==> config.mk <==
export PLATFORM = sky130hd
export DESIGN_NAME = pfm_pin_mux
export DESIGN_NICKNAME = d
export VERILOG_FILES = /design/src/verilog/pfm_pkg.sv /design/src/verilog/pfm_pin_mux.sv
export SDC_FILE = /design/constraint.sdc
export NUM_CORES = 1
export LEC_CHECK = 0
export BUFFER_PORTS_ARGS = -buffer_cell sky130_fd_sc_hd__buf_4
export CAP_MARGIN = 20
export CORE_ASPECT_RATIO = 0.6
export CORE_MARGIN = 5
export CORE_UTILIZATION = 45
export DETAILED_ROUTE_END_ITERATION = 7
export HOLD_SLACK_MARGIN = 0.1
export PLACE_DENSITY = 0.63
export SETUP_SLACK_MARGIN = 0.15
export SLEW_MARGIN = 10
export SYNTH_ARGS = -nofsm -noshare
export SYNTH_HDL_FRONTEND = slang
export SYNTH_SLANG_ARGS = --single-unit
==> constraint.sdc <==
create_clock -name sys_clk -period 2.5 [get_ports sys_clk]
set_input_delay 0 -clock sys_clk [delete_from_list [all_inputs] [get_ports sys_clk]]
set_output_delay 0 -clock sys_clk [all_outputs]
set_load 0.02 [all_outputs]
==> src/verilog/pfm_pkg.sv <==
// Constants for the port function pin multiplexer.
package pfm_pkg;
  localparam int NPORT = 10;
  localparam int NPIN = 80;
  localparam int AW = 8;
  // Register regions selected by address bits 7:6.
  localparam logic [1:0] REGION_PDR = 2'h0;
  localparam logic [1:0] REGION_DDR = 2'h1;
  localparam logic [1:0] REGION_CTL = 2'h2;
  localparam logic [7:0] OFS_BPC = 8'h80;
  localparam logic [7:0] OFS_OD4 = 8'h84;
  localparam logic [7:0] OFS_PU0 = 8'h88;
  localparam logic [7:0] OFS_PU1 = 8'h8C;
  localparam logic [7:0] OFS_PU6 = 8'h90;
  localparam logic [7:0] OFS_SMC = 8'h94;
  localparam logic [7:0] OFS_DAC = 8'h98;
  localparam logic [7:0] RST_BYTE = 8'h00;
  // Bit positions in external_pin_control_reg.
  localparam int BPC_WR = 0;
  localparam int BPC_HLD = 1;
  localparam int BPC_RDY = 2;
  localparam int BPC_CLK = 3;
  // Bit positions in serial_mode_ctrl and dac_ctrl_reg.
  localparam int SMC_TX0_EN = 0;
  localparam int SMC_CLK1_EN = 1;
  localparam int DAC_EN0 = 0;
  localparam int DAC_EN1 = 1;
  // Pin indices: port * 8 + bit.
  localparam int PORT3_BIT1 = 25;
  localparam int PORT3_BIT2 = 26;
  localparam int PORT3_BIT3 = 27;
  localparam int PORT3_BIT4 = 28;
  localparam int PORT3_BIT5 = 29;
  localparam int PORT3_BIT6 = 30;
  localparam int PORT3_BIT7 = 31;
  localparam int PORT4_BIT0 = 32;
  localparam int PORT4_BIT1 = 33;
  localparam int PORT4_BIT5 = 37;
  localparam int P5_BASE = 40;
  localparam int PORT6_BIT3 = 51;
  localparam int PORT6_BIT4 = 52;
  localparam int PORT6_BIT5 = 53;
  localparam int PORT7_BIT3 = 59;
  localparam int PORT7_BIT4 = 60;
  localparam int PORT8_BIT6 = 70;
  localparam int PORT8_BIT7 = 71;
  localparam int P9_BASE = 72;
  localparam int P4_PORT = 4;
  localparam int P0_PORT = 0;
  localparam int P1_PORT = 1;
  localparam int P6_PORT = 6;
endpackage

==> src/verilog/pfm_pin_mux.sv <==
// Port function pin multiplexer with port registers and pin control.
`timescale 1ns/1ps
// How it works
// [RULE1] In external bus mode port3_bit1 drives read_strobe_n.
// [RULE2] port3_bit2 drives low_write_strobe_n when bus mode and write enable set.
// [RULE3] port3_bit3 drives high_write_strobe_n in 16-bit bus mode with write enable.
// [RULE4] hold_pins_enable gives port3_bit4 hold request in, port3_bit5 hold ack.
// [RULE5] ready_pin_enable turns port3_bit6 into the external ready input.
// [RULE6] clock_out_pin_enable puts the machine clock on port3_bit7.
// [RULE7] Port 4 open-drain select makes output pins drive low only.
// [RULE8] Pull-up on ports 0, 1, 6 when selected, never while output.
// [RULE9] port4_bit1 drives serial0_tx when enabled; port4_bit0 feeds serial0_rx.
// [RULE10] port4_bit5 is clock input in external clock mode, else serial1_clk out.
// [RULE11] port7_bit3 and port7_bit4 become D/A outputs when enabled.
// [RULE12] Port 5 pins are analog inputs while the converter runs.
// [RULE13] port6_bit3 and port6_bit4 carry pulse generator outputs when enabled.
// [RULE14] port6_bit5 carries clock_monitor_out while the monitor runs.
// [RULE15] Port 9 pins 0-2 feed timer event inputs, undriven in input mode.
// [RULE16] Port 9 pins 3-5 carry timer outputs when enabled, 4-5 also compare.
// [RULE17] port8_bit6 and port8_bit7 inputs stay live in standby.
// [RULE18] Port 9 pins 0-3 also feed the capture trigger inputs.
// [RULE19] Unclaimed pins follow port data and direction; peripherals override data.
// [RULE20] Each pin input reaches port reads and peripherals together.
module pfm_pin_mux
(
  // Clock and reset.
  input wire logic sys_clk,
  input wire logic rst,
  // Register port.
  input wire logic [pfm_pkg::AW-1:0] reg_addr,
  input wire logic [31:0] reg_wdata,
  input wire logic reg_wr,
  input wire logic reg_rd,
  output logic [31:0] reg_rdata,
  // Pins.
  input wire logic [pfm_pkg::NPIN-1:0] pin_in,
  output logic [pfm_pkg::NPIN-1:0] pin_out,
  output logic [pfm_pkg::NPIN-1:0] pin_oe_n,
  output logic [pfm_pkg::NPIN-1:0] pin_pullup,
  output logic [1:0] dac_pin_select,
  // Operating state from the core.
  input wire logic ext_bus_mode,
  input wire logic ext_bus16_mode,
  input wire logic standby,
  // Peripheral outputs.
  input wire logic read_strobe_n,
  input wire logic low_write_strobe_n,
  input wire logic high_write_strobe_n,
  input wire logic hold_ack_n,
  input wire logic machine_clk_out,
  input wire logic serial0_tx,
  input wire logic serial1_clk_out,
  input wire logic serial1_ext_clk_mode,
  input wire logic adc_active,
  input wire logic pulse_gen_enable,
  input wire logic [1:0] pulse_gen_out,
  input wire logic clock_monitor_enable,
  input wire logic clock_monitor_out,
  input wire logic [2:0] timer_in_mode,
  input wire logic [2:0] timer_out_enable,
  input wire logic [2:0] timer_out,
  input wire logic [1:0] compare_out_enable,
  input wire logic [1:0] compare_event_out,
  // Peripheral inputs.
  output logic hold_request_in,
  output logic ext_ready_in,
  output logic serial0_rx,
  output logic serial1_clk_in,
  output logic [2:0] timer_event_in,
  output logic [3:0] capture_trig_in,
  output logic [7:0] ext_int_request_in
);

  localparam int NP = pfm_pkg::NPORT;
  localparam int NI = pfm_pkg::NPIN;

  logic [7:0] pdr_r [NP];
  logic [7:0] ddr_r [NP];
  logic [7:0] bpc_r;
  logic [7:0] od4_r;
  logic [7:0] pu0_r;
  logic [7:0] pu1_r;
  logic [7:0] pu6_r;
  logic [7:0] smc_r;
  logic [7:0] dac_r;
  logic [NI-1:0] sync1_r;
  logic [NI-1:0] sync2_r;
  logic [NI-1:0] in_r;
  logic [NI-1:0] fn_en;
  logic [NI-1:0] fn_val;
  logic [NI-1:0] fn_in;
  logic [NI-1:0] pu_sel;
  logic [NI-1:0] drive;
  logic [NI-1:0] level;
  logic [NI-1:0] oe_n_nxt;
  logic [NI-1:0] pu_nxt;
  logic [31:0] rdata_nxt;
  logic [1:0] region;
  logic [3:0] pidx;
  logic pidx_ok;

  assign region = reg_addr[7:6];
  assign pidx = reg_addr[5:2];
  assign pidx_ok = (int'(pidx) < NP);

  // Port data and direction registers.
  always_ff @(posedge sys_clk)
  begin
    if (rst)
    begin
      for (int p = 0; p < NP; p++)
      begin
        pdr_r[p] <= pfm_pkg::RST_BYTE;
        ddr_r[p] <= pfm_pkg::RST_BYTE;
      end
    end
    else if (reg_wr && pidx_ok)
    begin
      if (region == pfm_pkg::REGION_PDR)
        pdr_r[pidx] <= reg_wdata[7:0];
      if (region == pfm_pkg::REGION_DDR)
        ddr_r[pidx] <= reg_wdata[7:0];
    end
  end

  // Function control registers.
  always_ff @(posedge sys_clk)
  begin
    if (rst)
    begin
      bpc_r <= pfm_pkg::RST_BYTE;
      od4_r <= pfm_pkg::RST_BYTE;
      pu0_r <= pfm_pkg::RST_BYTE;
      pu1_r <= pfm_pkg::RST_BYTE;
      pu6_r <= pfm_pkg::RST_BYTE;
      smc_r <= pfm_pkg::RST_BYTE;
      dac_r <= pfm_pkg::RST_BYTE;
    end
    else if (reg_wr)
    begin
      unique case (reg_addr)
        pfm_pkg::OFS_BPC: bpc_r <= reg_wdata[7:0];
        pfm_pkg::OFS_OD4: od4_r <= reg_wdata[7:0];
        pfm_pkg::OFS_PU0: pu0_r <= reg_wdata[7:0];
        pfm_pkg::OFS_PU1: pu1_r <= reg_wdata[7:0];
        pfm_pkg::OFS_PU6: pu6_r <= reg_wdata[7:0];
        pfm_pkg::OFS_SMC: smc_r <= reg_wdata[7:0];
        pfm_pkg::OFS_DAC: dac_r <= reg_wdata[7:0];
        default: ;
      endcase
    end
  end

  // Read path. Output pins read back their latch, input pins the pin.
  always_comb
  begin
    rdata_nxt = 32'h0;
    if (pidx_ok && region == pfm_pkg::REGION_PDR)
      rdata_nxt[7:0] = (ddr_r[pidx] & pdr_r[pidx])
        | (~ddr_r[pidx] & in_r[pidx*8 +: 8]); // RULE20
    else if (pidx_ok && region == pfm_pkg::REGION_DDR)
      rdata_nxt[7:0] = ddr_r[pidx];
    else
    begin
      unique case (reg_addr)
        pfm_pkg::OFS_BPC: rdata_nxt[7:0] = bpc_r;
        pfm_pkg::OFS_OD4: rdata_nxt[7:0] = od4_r;
        pfm_pkg::OFS_PU0: rdata_nxt[7:0] = pu0_r;
        pfm_pkg::OFS_PU1: rdata_nxt[7:0] = pu1_r;
        pfm_pkg::OFS_PU6: rdata_nxt[7:0] = pu6_r;
        pfm_pkg::OFS_SMC: rdata_nxt[7:0] = smc_r;
        pfm_pkg::OFS_DAC: rdata_nxt[7:0] = dac_r;
        default: rdata_nxt = 32'h0;
      endcase
    end
  end

  always_ff @(posedge sys_clk)
  begin
    if (rst)
      reg_rdata <= 32'h0;
    else if (reg_rd)
      reg_rdata <= rdata_nxt;
    else
      reg_rdata <= 32'h0;
  end

  // Peripheral claims on pins. fn_in holds a pin off the drivers.
  always_comb
  begin
    fn_en = '0;
    fn_val = '0;
    fn_in = '0;
    if (ext_bus_mode)
    begin
      fn_en[pfm_pkg::PORT3_BIT1] = 1'b1; // RULE1
      fn_val[pfm_pkg::PORT3_BIT1] = read_strobe_n;
      fn_en[pfm_pkg::PORT3_BIT2] = bpc_r[pfm_pkg::BPC_WR]; // RULE2
      fn_val[pfm_pkg::PORT3_BIT2] = low_write_strobe_n;
      fn_en[pfm_pkg::PORT3_BIT3] = ext_bus16_mode
        && bpc_r[pfm_pkg::BPC_WR]; // RULE3
      fn_val[pfm_pkg::PORT3_BIT3] = high_write_strobe_n;
      fn_in[pfm_pkg::PORT3_BIT4] = bpc_r[pfm_pkg::BPC_HLD]; // RULE4
      fn_en[pfm_pkg::PORT3_BIT5] = bpc_r[pfm_pkg::BPC_HLD]; // RULE4
      fn_val[pfm_pkg::PORT3_BIT5] = hold_ack_n;
      fn_in[pfm_pkg::PORT3_BIT6] = bpc_r[pfm_pkg::BPC_RDY]; // RULE5
      fn_en[pfm_pkg::PORT3_BIT7] = bpc_r[pfm_pkg::BPC_CLK]; // RULE6
      fn_val[pfm_pkg::PORT3_BIT7] = machine_clk_out;
    end
    fn_en[pfm_pkg::PORT4_BIT1] = smc_r[pfm_pkg::SMC_TX0_EN]; // RULE9
    fn_val[pfm_pkg::PORT4_BIT1] = serial0_tx;
    // External clock mode wins so two clock drivers never fight.
    if (serial1_ext_clk_mode)
      fn_in[pfm_pkg::PORT4_BIT5] = 1'b1; // RULE10
    else
      fn_en[pfm_pkg::PORT4_BIT5] = smc_r[pfm_pkg::SMC_CLK1_EN]; // RULE10
    fn_val[pfm_pkg::PORT4_BIT5] = serial1_clk_out;
    fn_in[pfm_pkg::P5_BASE +: 8] = {8{adc_active}}; // RULE12
    fn_in[pfm_pkg::PORT7_BIT3] = dac_r[pfm_pkg::DAC_EN0]; // RULE11
    fn_in[pfm_pkg::PORT7_BIT4] = dac_r[pfm_pkg::DAC_EN1]; // RULE11
    fn_en[pfm_pkg::PORT6_BIT3] = pulse_gen_enable; // RULE13
    fn_val[pfm_pkg::PORT6_BIT3] = pulse_gen_out[0];
    fn_en[pfm_pkg::PORT6_BIT4] = pulse_gen_enable; // RULE13
    fn_val[pfm_pkg::PORT6_BIT4] = pulse_gen_out[1];
    fn_en[pfm_pkg::PORT6_BIT5] = clock_monitor_enable; // RULE14
    fn_val[pfm_pkg::PORT6_BIT5] = clock_monitor_out;
    fn_in[pfm_pkg::P9_BASE +: 3] = timer_in_mode; // RULE15
    fn_en[pfm_pkg::P9_BASE + 3] = timer_out_enable[0]; // RULE16
    fn_val[pfm_pkg::P9_BASE + 3] = timer_out[0];
    for (int k = 1; k < 3; k++)
    begin
      fn_en[pfm_pkg::P9_BASE + 3 + k] = timer_out_enable[k]
        || compare_out_enable[k-1]; // RULE16
      fn_val[pfm_pkg::P9_BASE + 3 + k] = timer_out_enable[k] ?
        timer_out[k] : compare_event_out[k-1];
    end
  end

  always_comb
  begin
    pu_sel = '0;
    pu_sel[pfm_pkg::P0_PORT*8 +: 8] = pu0_r;
    pu_sel[pfm_pkg::P1_PORT*8 +: 8] = pu1_r;
    pu_sel[pfm_pkg::P6_PORT*8 +: 8] = pu6_r;
  end

  // Per pin drive resolution.
  genvar gi;
  generate
    for (gi = 0; gi < NI; gi++)
    begin : g_pin
      assign drive[gi] = fn_en[gi] ||
        (!fn_in[gi] && ddr_r[gi/8][gi%8]); // RULE19
      assign level[gi] = fn_en[gi] ? fn_val[gi] : pdr_r[gi/8][gi%8]; // RULE19
      if (gi/8 == pfm_pkg::P4_PORT)
      begin : g_od
        // Open drain releases the pin for a high level instead of driving.
        assign oe_n_nxt[gi] = !(drive[gi] &&
          !(od4_r[gi%8] && level[gi])); // RULE7
      end
      else
      begin : g_pp
        assign oe_n_nxt[gi] = !drive[gi];
      end
      assign pu_nxt[gi] = pu_sel[gi] && !drive[gi]; // RULE8
    end
  endgenerate

  always_ff @(posedge sys_clk)
  begin
    if (rst)
    begin
      pin_out <= '0;
      pin_oe_n <= '1;
      pin_pullup <= '0;
      dac_pin_select <= 2'h0;
    end
    else
    begin
      pin_out <= level;
      pin_oe_n <= oe_n_nxt;
      pin_pullup <= pu_nxt;
      dac_pin_select <= {dac_r[pfm_pkg::DAC_EN1],
        dac_r[pfm_pkg::DAC_EN0]}; // RULE11
    end
  end

  // Pin inputs are asynchronous, so two stages precede any use.
  always_ff @(posedge sys_clk)
  begin
    if (rst)
    begin
      sync1_r <= '0;
      sync2_r <= '0;
    end
    else
    begin
      sync1_r <= pin_in;
      sync2_r <= sync1_r;
    end
  end

  // Standby gates input paths; the two wake-up interrupt pins stay live.
  always_ff @(posedge sys_clk)
  begin
    if (rst)
      in_r <= '0;
    else
    begin
      for (int k = 0; k < NI; k++)
        in_r[k] <= sync2_r[k] && (!standby
          || k == pfm_pkg::PORT8_BIT6 || k == pfm_pkg::PORT8_BIT7); // RULE17
    end
  end

  // Peripheral inputs are registered copies of the gated pin values.
  always_ff @(posedge sys_clk)
  begin
    if (rst)
    begin
      hold_request_in <= 1'b0;
      ext_ready_in <= 1'b0;
      serial0_rx <= 1'b0;
      serial1_clk_in <= 1'b0;
      timer_event_in <= 3'h0;
      capture_trig_in <= 4'h0;
      ext_int_request_in <= 8'h00;
    end
    else
    begin
      hold_request_in <= in_r[pfm_pkg::PORT3_BIT4]; // RULE4
      ext_ready_in <= in_r[pfm_pkg::PORT3_BIT6]; // RULE5
      serial0_rx <= in_r[pfm_pkg::PORT4_BIT0]; // RULE9
      serial1_clk_in <= in_r[pfm_pkg::PORT4_BIT5]; // RULE10
      timer_event_in <= in_r[pfm_pkg::P9_BASE +: 3]; // RULE15
      capture_trig_in <= in_r[pfm_pkg::P9_BASE +: 4]; // RULE18
      ext_int_request_in <= in_r[pfm_pkg::PORT8_BIT6-6 +: 8]; // RULE20
    end
  end
endmodule

# Word-level counts from Yosys, hierarchy flattened
# Memories as Yosys holds them, arrays and structs flattened. A register that Yosys moved wholly into a read port is not among the register bits.
# Cells that the tools add are included.
# W data, S select, Z words.
# op_classes
n_lt_le_gt_ge	1
n_eq_ne	8
shifts	1
mux	43
bitwise_logic	5
reduce_logical	262
# ops
cell	n
$logic_and A1 B1 Y1	138
$logic_not A1 Y1	98
$shiftx A80 B8 Y8	1
$eq A8 B8 Y1 const B	7
$pmux W8 S7	1
$mux W1	34
$mux W8	4
$and A8 B8 Y8	2
$reduce_or A8 Y1	2
$logic_or A1 B1 Y1	15
$reduce_and A2 Y1	7
$mux W4	2
$not A8 Y8	1
$or A8 B8 Y8	1
$mux W3	2
$lt A4 B4 Y1 const B	1
$eq A2 B1 Y1 const B	1
$logic_not A2 Y1	1
$reduce_or A2 Y1	1
$not A1 Y1	1
# word_totals
reg_bits	589
mem_bits_rw	160
input_bits	154
output_inout_bits	293
mem_count	2
# memory_table
memory	depth	word_bits	rd	rd_clocked_by_memory_dff	write_ports	line_no	text
ddr_r	10	8	11	0	10	pfm_pin_mux.sv:78	logic [7:0] ddr_r [NP];
pdr_r	10	8	11	6	10	pfm_pin_mux.sv:77	logic [7:0] pdr_r [NP];

# Longest topological paths before layout
# Gate-level depths: netlist of run 1.
# logic_depth
ltp_word	7
ltp_mapped	11
ltp_nobuf	6

# Least setup slack after synthesis of run 1
# Ideal clock, no wire load.
# synth_path
kind	input -> register
startpoint	input port reg_addr[4] (netlist name)
endpoint	memory pdr_r[2][0] (enable)
setup_time_ps	329
t_arrival_ps	1629
required_time_ps	2171
path_slack_ps	541
path_stages	8
path_buffers	2
path_cell_list	buf_2 > o21ai_1 > nand2_1 > nor3b_1 > clkbuf_1 > nand2_1 > nor2_1 > or2_1
# synth_lines
element	line_no	text
from (decl)	pfm_pin_mux.sv:30	input wire logic [pfm_pkg::AW-1:0] reg_addr,
to (decl)	pfm_pin_mux.sv:77	

# Worst setup path in the final report of run 1
# layout_path
startpoint	input port reg_addr[1] (netlist name)
endpoint	register pu0_r[3]
# layout_between
elab_chain_cells	2
# layout_rtl
element	line_no	text
$eq A8 B8 Y1	pfm_pin_mux.sv:141	unique case (reg_addr)
$reduce_and A2 Y1 (no line)	--	
to (signal assigned)	pfm_pin_mux.sv:133	pu0_r <= pfm_pkg::RST_BYTE;
to (signal assigned)	pfm_pin_mux.sv:144	pfm_pkg::OFS_PU0: pu0_r <= reg_wdata[7:0];
to (decl)	pfm_pin_mux.sv:81	logic [7:0] pu0_r;
# No other way between the ends.
# A chain may end at the register's enable or synchronous reset.

==> results of run 1 <==
==> sequential cells by signal (all words and copies together) (netlist names), 24 cells and up <==
signal / flops
ddr_r: 128
pdr_r: 128
in_r: 80
pin_oe_n: 80
pin_out: 80
sync1_r: 80
sync2_r: 80
pin_pullup: 24
==> kinds of logic after synthesis <==
group	Yosys count
AND/OR/NAND/NOR	800
flip-flops	762
buffers and inverters	226
multiplexers	170
AO/OA/AOI/OAI	120
other	1
==> cell type report <==
cell class                 instances  area [um^2]
inverter                          22         82.6
timing repair buffer             597         5050
tap                              781          977
multi-input combinational       1266         8870
clock buffer                     101         2080
sequential                       762        17800
clock inverter                    27          289
fill                            4757        24400
==> cells in the final DEF (no fill, tap or decap), drive strengths merged, types with 85 or more instances in the layout <==
cell and count:
conb 176, and2 190, nor2 134, dlygate4sd3 179, dfxtp 506, buf 418, mux2i 85, clkbuf 101
nor2b 254, edfxtp 256
==> per-stage QoR <==
step                instance area (um^2)  worst slack [ns]  hold slack (ns)  util, %  cells
finish                             35200             0.170            0.144     59.1   3556
CTS                                35200             0.210            0.103     59.0   3556
detailed placement                 31000             0.214            0.183     52.0   3249
global route                       35200             0.143            0.142     59.1   3556
global placement                   31000             0.197            0.183     52.0   3249
floorplan                          27900             0.541           0.0773        -   2254
==> worst max-delay path: stages <==
cell and delay (ns):
dlygate4sd3_1 0.56, buf_4 0.15, or4b_1 0.69, nor2_1 0.15, buf_4 0.23, nand3_4 0.19
mux2i_1 0.20, dlygate4sd3_1 0.58, nor2_1 0.04
==> path summary, 6_finish.rpt <==
check	to	cells after the start
worst max-delay path	pu0_r[3]$_SDFFE_PP0P_	9
worst min-delay path	sync1_r[54]$_SDFF_PP0_	3
worst max register to register	reg_rdata[0]$_SDFF_PP0_	8
worst min register to register	in_r[21]$_SDFF_PP0_	1
==> report_power, final <==
group | internal, mW | switching (mW) | leakage (nW)
Combinational | 0.998 | 1.27 | 6.83
Sequential | 13.3 | 0.268 | 6.59
Clock | 6.37 | 4.69 | 1.18
==> per-layer routing <==
layer  share of wire, %  vias up  GRT usage [%]  wire (um)
met2                 43      874           35.6      35000
met4                2.2        0           5.77       1820
met1                 42     8898           33.4      33900
met3                 13      123           10.7      10700
li1                   -     8120              -          -
met5                  0        -              0          0
==> what timing repair did <==
item                                    in CTS  in global routing
endpoints found under the setup margin       0                  4
hold endpoints to repair                   396                  0
hold buffers                               179                  0
resized for setup                            0                  4
==> results.toml, run 1 <==
[status]
status = "completed"

[yosys]
synth_area_leaders = "dfxtp_1 (37%), edfxtp_1 (28%), mux4_2 (6.5%)"
synth_top_area_share_pct = 37.1
seq_area_frac_synth_pct = 65.3
synth-edff-count = 256
synth_fa_ha_area_share_pct = 0
synth_top_family_by_area = "simple AND/OR/NAND/NOR gates"
yosysMostFrequentCell = "dfxtp_1"
synth-xor-area-share_pct = 0
synth_cells = 2079
ys_ff_latch = 762
yosysWarningCount = 0
synth_common_cells = "dfxtp_1 (506), edfxtp_1 (256), nor2b_1 (254), and2_1 (190), nor2_1 (133)"
synth-compound-area-share_pct = 3.30
syn_avg_cell_area_um2 = 13.1
yosys.area.top_type = "dfxtp_1"
synth_simple_gate_area_share_pct = 16.7
yosysUniqueCellTypes = 68
syn-cell-area_mm2 = 0.0273
synth.mux.area_fraction_pct = 9.94
async_flop_share_pct = 0
synth_flop_cell = "dfxtp_1"

[sta]
fin_crit_ns = 2.33
timing.final.crit_share_pct = 93.2
skew_ns = 0.0207
slew_headroom_pct = 48.7
slew_violations = 0
finalHoldViolations = 0
worstMarginPinSlew_ns = 0.769
rsz0062_at_grt = "yes"
finalSetupViolCount = 0
timing.setup.tns_ns = 0
clock.fmax_mhz = 429

[place]
io_buffers = 342
place.gp.congestion = 0.938
post-dp-hpwl_mm = 58.1

[cts]
clk_pin_slew_ns = 0.06
cts_setup_buffers = 0
cts_sinks = 762
h-tree-depth = 3
tritoncts = "built"
numCtsBuffers = 69
insertion_delay_ns = 0.61
ctsLongestPathBuffers = 3
cts_root_buffer = "clkbuf_16"

[route]
first_iter_violations = 1874
drc_errors = 0
detail_route.wirelength_mm = 81.4
first_pass_iters = 5
detail-route-antenna-nets = 0
via_per_inst = 5.07
routedWlPerCell_um = 22.9
num_vias = 18000

[worst_setup_path]
crit_required_ns = 2.96
r2r_start = "ddr_r[0][0]$_SDFFCE_PN0P_"
path_max_fanout = 11
setup.worst_path.end_class = "flip-flop"
crit_start = "reg_addr[1]"
arrival_ns = 2.79
cp-start-kind = "input port"
ff2ff_setup_slack_ns = 0.23
critPathKind = "input port to flip-flop"

[global_route]
antenna_found_initial = 4
grt_max_degree = 128
grt-ovfl-total = 0
grt_pass1_vias = 18100
grtUsageTotal_pct = 24.3
grt_pass1_wl_mm = 118

[run]
drv_cap = 0

[layout]
antenna_cells = 0
drive_above_1_share_pct = 23.4
nNetsFinal = 2872
syn_to_final_growth_pct = 28.9

[min_path]
min-delay-start = "pin_in[54]"
hp-class = "input port to flip-flop"

[power_and_ir_drop]
p_leak_nw = 14.6
power_mw = 26.9
p_per_area_mw_per_mm2 = 765
vdd_drop_max_uv = 455

[floorplanning]
ios = 447
dieArea_mm2 = 0.0658
core-area_mm2 = 0.0596
fp-row-count = 69
fp.dieW_um = 328
die_h_um = 201
initial_core_util_pct = 45.8
(Power assumes the default switching activity.)
==> run 2: changes to the inputs <==
--- a/config.mk
+++ b/config.mk
@@ -7,12 +7,14 @@
 export LEC_CHECK = 0
 export BUFFER_PORTS_ARGS = -buffer_cell sky130_fd_sc_hd__buf_4
 export CAP_MARGIN = 20
+export CELL_PAD_IN_SITES_DETAIL_PLACEMENT = 2
+export CELL_PAD_IN_SITES_GLOBAL_PLACEMENT = 2
 export CORE_ASPECT_RATIO = 0.6
 export CORE_MARGIN = 5
-export CORE_UTILIZATION = 45
+export CORE_UTILIZATION = 38
 export DETAILED_ROUTE_END_ITERATION = 7
 export HOLD_SLACK_MARGIN = 0.1
-export PLACE_DENSITY = 0.63
+export PLACE_DENSITY = 0.76
 export SETUP_SLACK_MARGIN = 0.15
 export SLEW_MARGIN = 10
 export SYNTH_ARGS = -nofsm -noshare
==> run 2 against run 1 <==
Final cell count rose by 5.3%. Total power is 5.0% higher. Sequential share of layout area fell by 0.56 points.
==> results.toml, run 2 (synthesis results as in run 1) <==
[worst_setup_path]
critPathKind = "input port to flip-flop"
crit_required_ns = 3.05
path_max_fanout = 15
worst_r2r_path_depth = 5
setup.worst_path.end_class = "flip-flop"
reg2reg_to = "reg_rdata[1]$_SDFF_PP0_"
max_stage_delay_ns = 0.79
arrival_ns = 2.98
r2r_start = "ddr_r[0][1]$_SDFFCE_PN0P_"
cp-start-kind = "input port"
crit_path_top_delay_cell = "o21ai_0"
crit_end = "reg_rdata[4]$_SDFF_PP0_"
worstPathCellList = "dlygate4sd3_1, buf_4, nor2_2, nand2_1, o21ai_0, o41ai_2, a31oi_1"
crit_start = "reg_addr[5]"
ff2ff_setup_slack_ns = 0.17

[floorplanning]
fp-row-count = 76
core-area_mm2 = 0.0714
die_h_um = 218
fp.dieW_um = 356
ios = 447
initial_core_util_pct = 38.2
dieArea_mm2 = 0.0774

[global_route]
grt_max_degree = 130
grtUsageTotal_pct = 28.1
grt_pass1_wl_mm = 156
grt_pass1_vias = 21200
antenna_found_initial = 16
grt-ovfl-total = 0

[power_and_ir_drop]
vdd_drop_max_uv = 488
p_per_area_mw_per_mm2 = 795
p_leak_nw = 14.6
power_mw = 28.3

[sta]
skew_ns = 0.0295
clock.fmax_mhz = 411
worstMarginPinSlew_ns = 0.942
slew_violations = 0
finalSetupViolCount = 0
timing.setup.tns_ns = 0
finalHoldViolations = 0
slew_headroom_pct = 37.0
rsz0062_at_grt = "yes"
fin_crit_ns = 2.43
timing.final.crit_share_pct = 97.3

[route]
detail-route-antenna-nets = 0
via_per_inst = 5.17
routedWlPerCell_um = 29.8
drc_errors = 0
first_iter_violations = 2092
num_vias = 19400
first_pass_iters = 5
detail_route.wirelength_mm = 112

[layout]
finalNonFillerCells = 3746
syn_to_final_growth_pct = 30.4
final_cell_mix = "dfxtp_1 (506), buf_4 (400), edfxtp_1 (256), nor2b_1 (253), and2_1 (190)"
fin_util_pct = 49.8
reg.largest.list = "ddr_r: 128 flops, pdr_r: 128 flops"
final_common_cell = "dfxtp_1"
nNetsFinal = 2862
fillers = 6858
drive_above_1_share_pct = 24.0

[cts]
tritoncts = "built"
cts_sinks = 762
clk_pin_slew_ns = 0.08
cts_root_buffer = "clkbuf_16"
numCtsBuffers = 75
ctsLongestPathBuffers = 3
h-tree-depth = 3
insertion_delay_ns = 0.64

[place]
io_buffers = 342
place.gp.congestion = 0.907
post-dp-hpwl_mm = 70.2
place_inst = 3437

[status]
status = "completed"

[min_path]
hp-class = "input port to flip-flop"

[run]
drv_cap = 0
run 2: per-stage QoR:
step | cell area, um^2 | setup slack [ns] | hold WS [ns]
2_1_floorplan | 27900 | 0.541 | 0.0773
3_3_place_gp | 31200 | 0.201 | 0.184
3_5_place_dp | 31200 | 0.157 | 0.188
4_1_cts | 35500 | 0.176 | 0.100
5_1_grt | 35600 | 0.0281 | 0.141
6_report | 35600 | 0.0677 | 0.132
run 2: worst max-delay path, delay by kind of cell:
kind	cells	cell delay [ns]
AO/OA/AOI/OAI	3	1.25
AND/OR/NAND/NOR	2	0.89
buffers and inverters	2	0.82
run 2: final cells by class:
cell class	instances	area, um^2	area share (%)
flip-flops and latches	762	17800	50.1
diodes	1	2.50	0.00703
repair buffers	581	4950	13.9
inverters	22	82.6	0.232
multi-input cells	1266	8910	25.1
clock inverters	27	236	0.665
clock buffers	112	2350	6.60
well taps	975	1220	3.43
run 2: repair_timing:
action / 4_1_cts / 5_1_grt
hold buffers: 166 / 0
setup buffers: 0 / 3
resized for setup: 1 / 9
endpoints found under the hold margin: 407 / 0
endpoints found under the setup margin: 1 / 7
run 2: layer usage:
layer  share of wire, %  up-vias  GRT usage (%)  wire length, um
met3                9.8      237           8.89            10900
met1                 40    10000           35.5            44200
met5              0.059        -              0               66
met4                3.5       10           9.66             3940
li1                   -     8101              -                -
met2                 47      992           45.9            52600
run 2: power by group:
part           switching, mW  internal (mW)  leakage [nW]
clock                   5.38           6.79          1.29
combinational           1.44          0.996          6.73
sequential             0.343           13.3          6.59
total                   7.17           21.1          14.6
run 2: worst min path at each step:
stage	start	to	slack, ns	cells past startpoint
after floorplan	clock_monitor_enable	pin_pullup[53]$_SDFF_PP0_	0.08	1
after global placement	timer_in_mode[0]	pin_oe_n[72]$_SDFF_PP1_	0.18	3
after detailed placement	timer_in_mode[0]	pin_oe_n[72]$_SDFF_PP1_	0.19	3
after CTS	pin_in[24]	sync1_r[24]$_SDFF_PP0_	0.10	3
after global routing	pin_in[31]	sync1_r[31]$_SDFF_PP0_	0.14	3
final	pin_in[24]	sync1_r[24]$_SDFF_PP0_	0.13	3
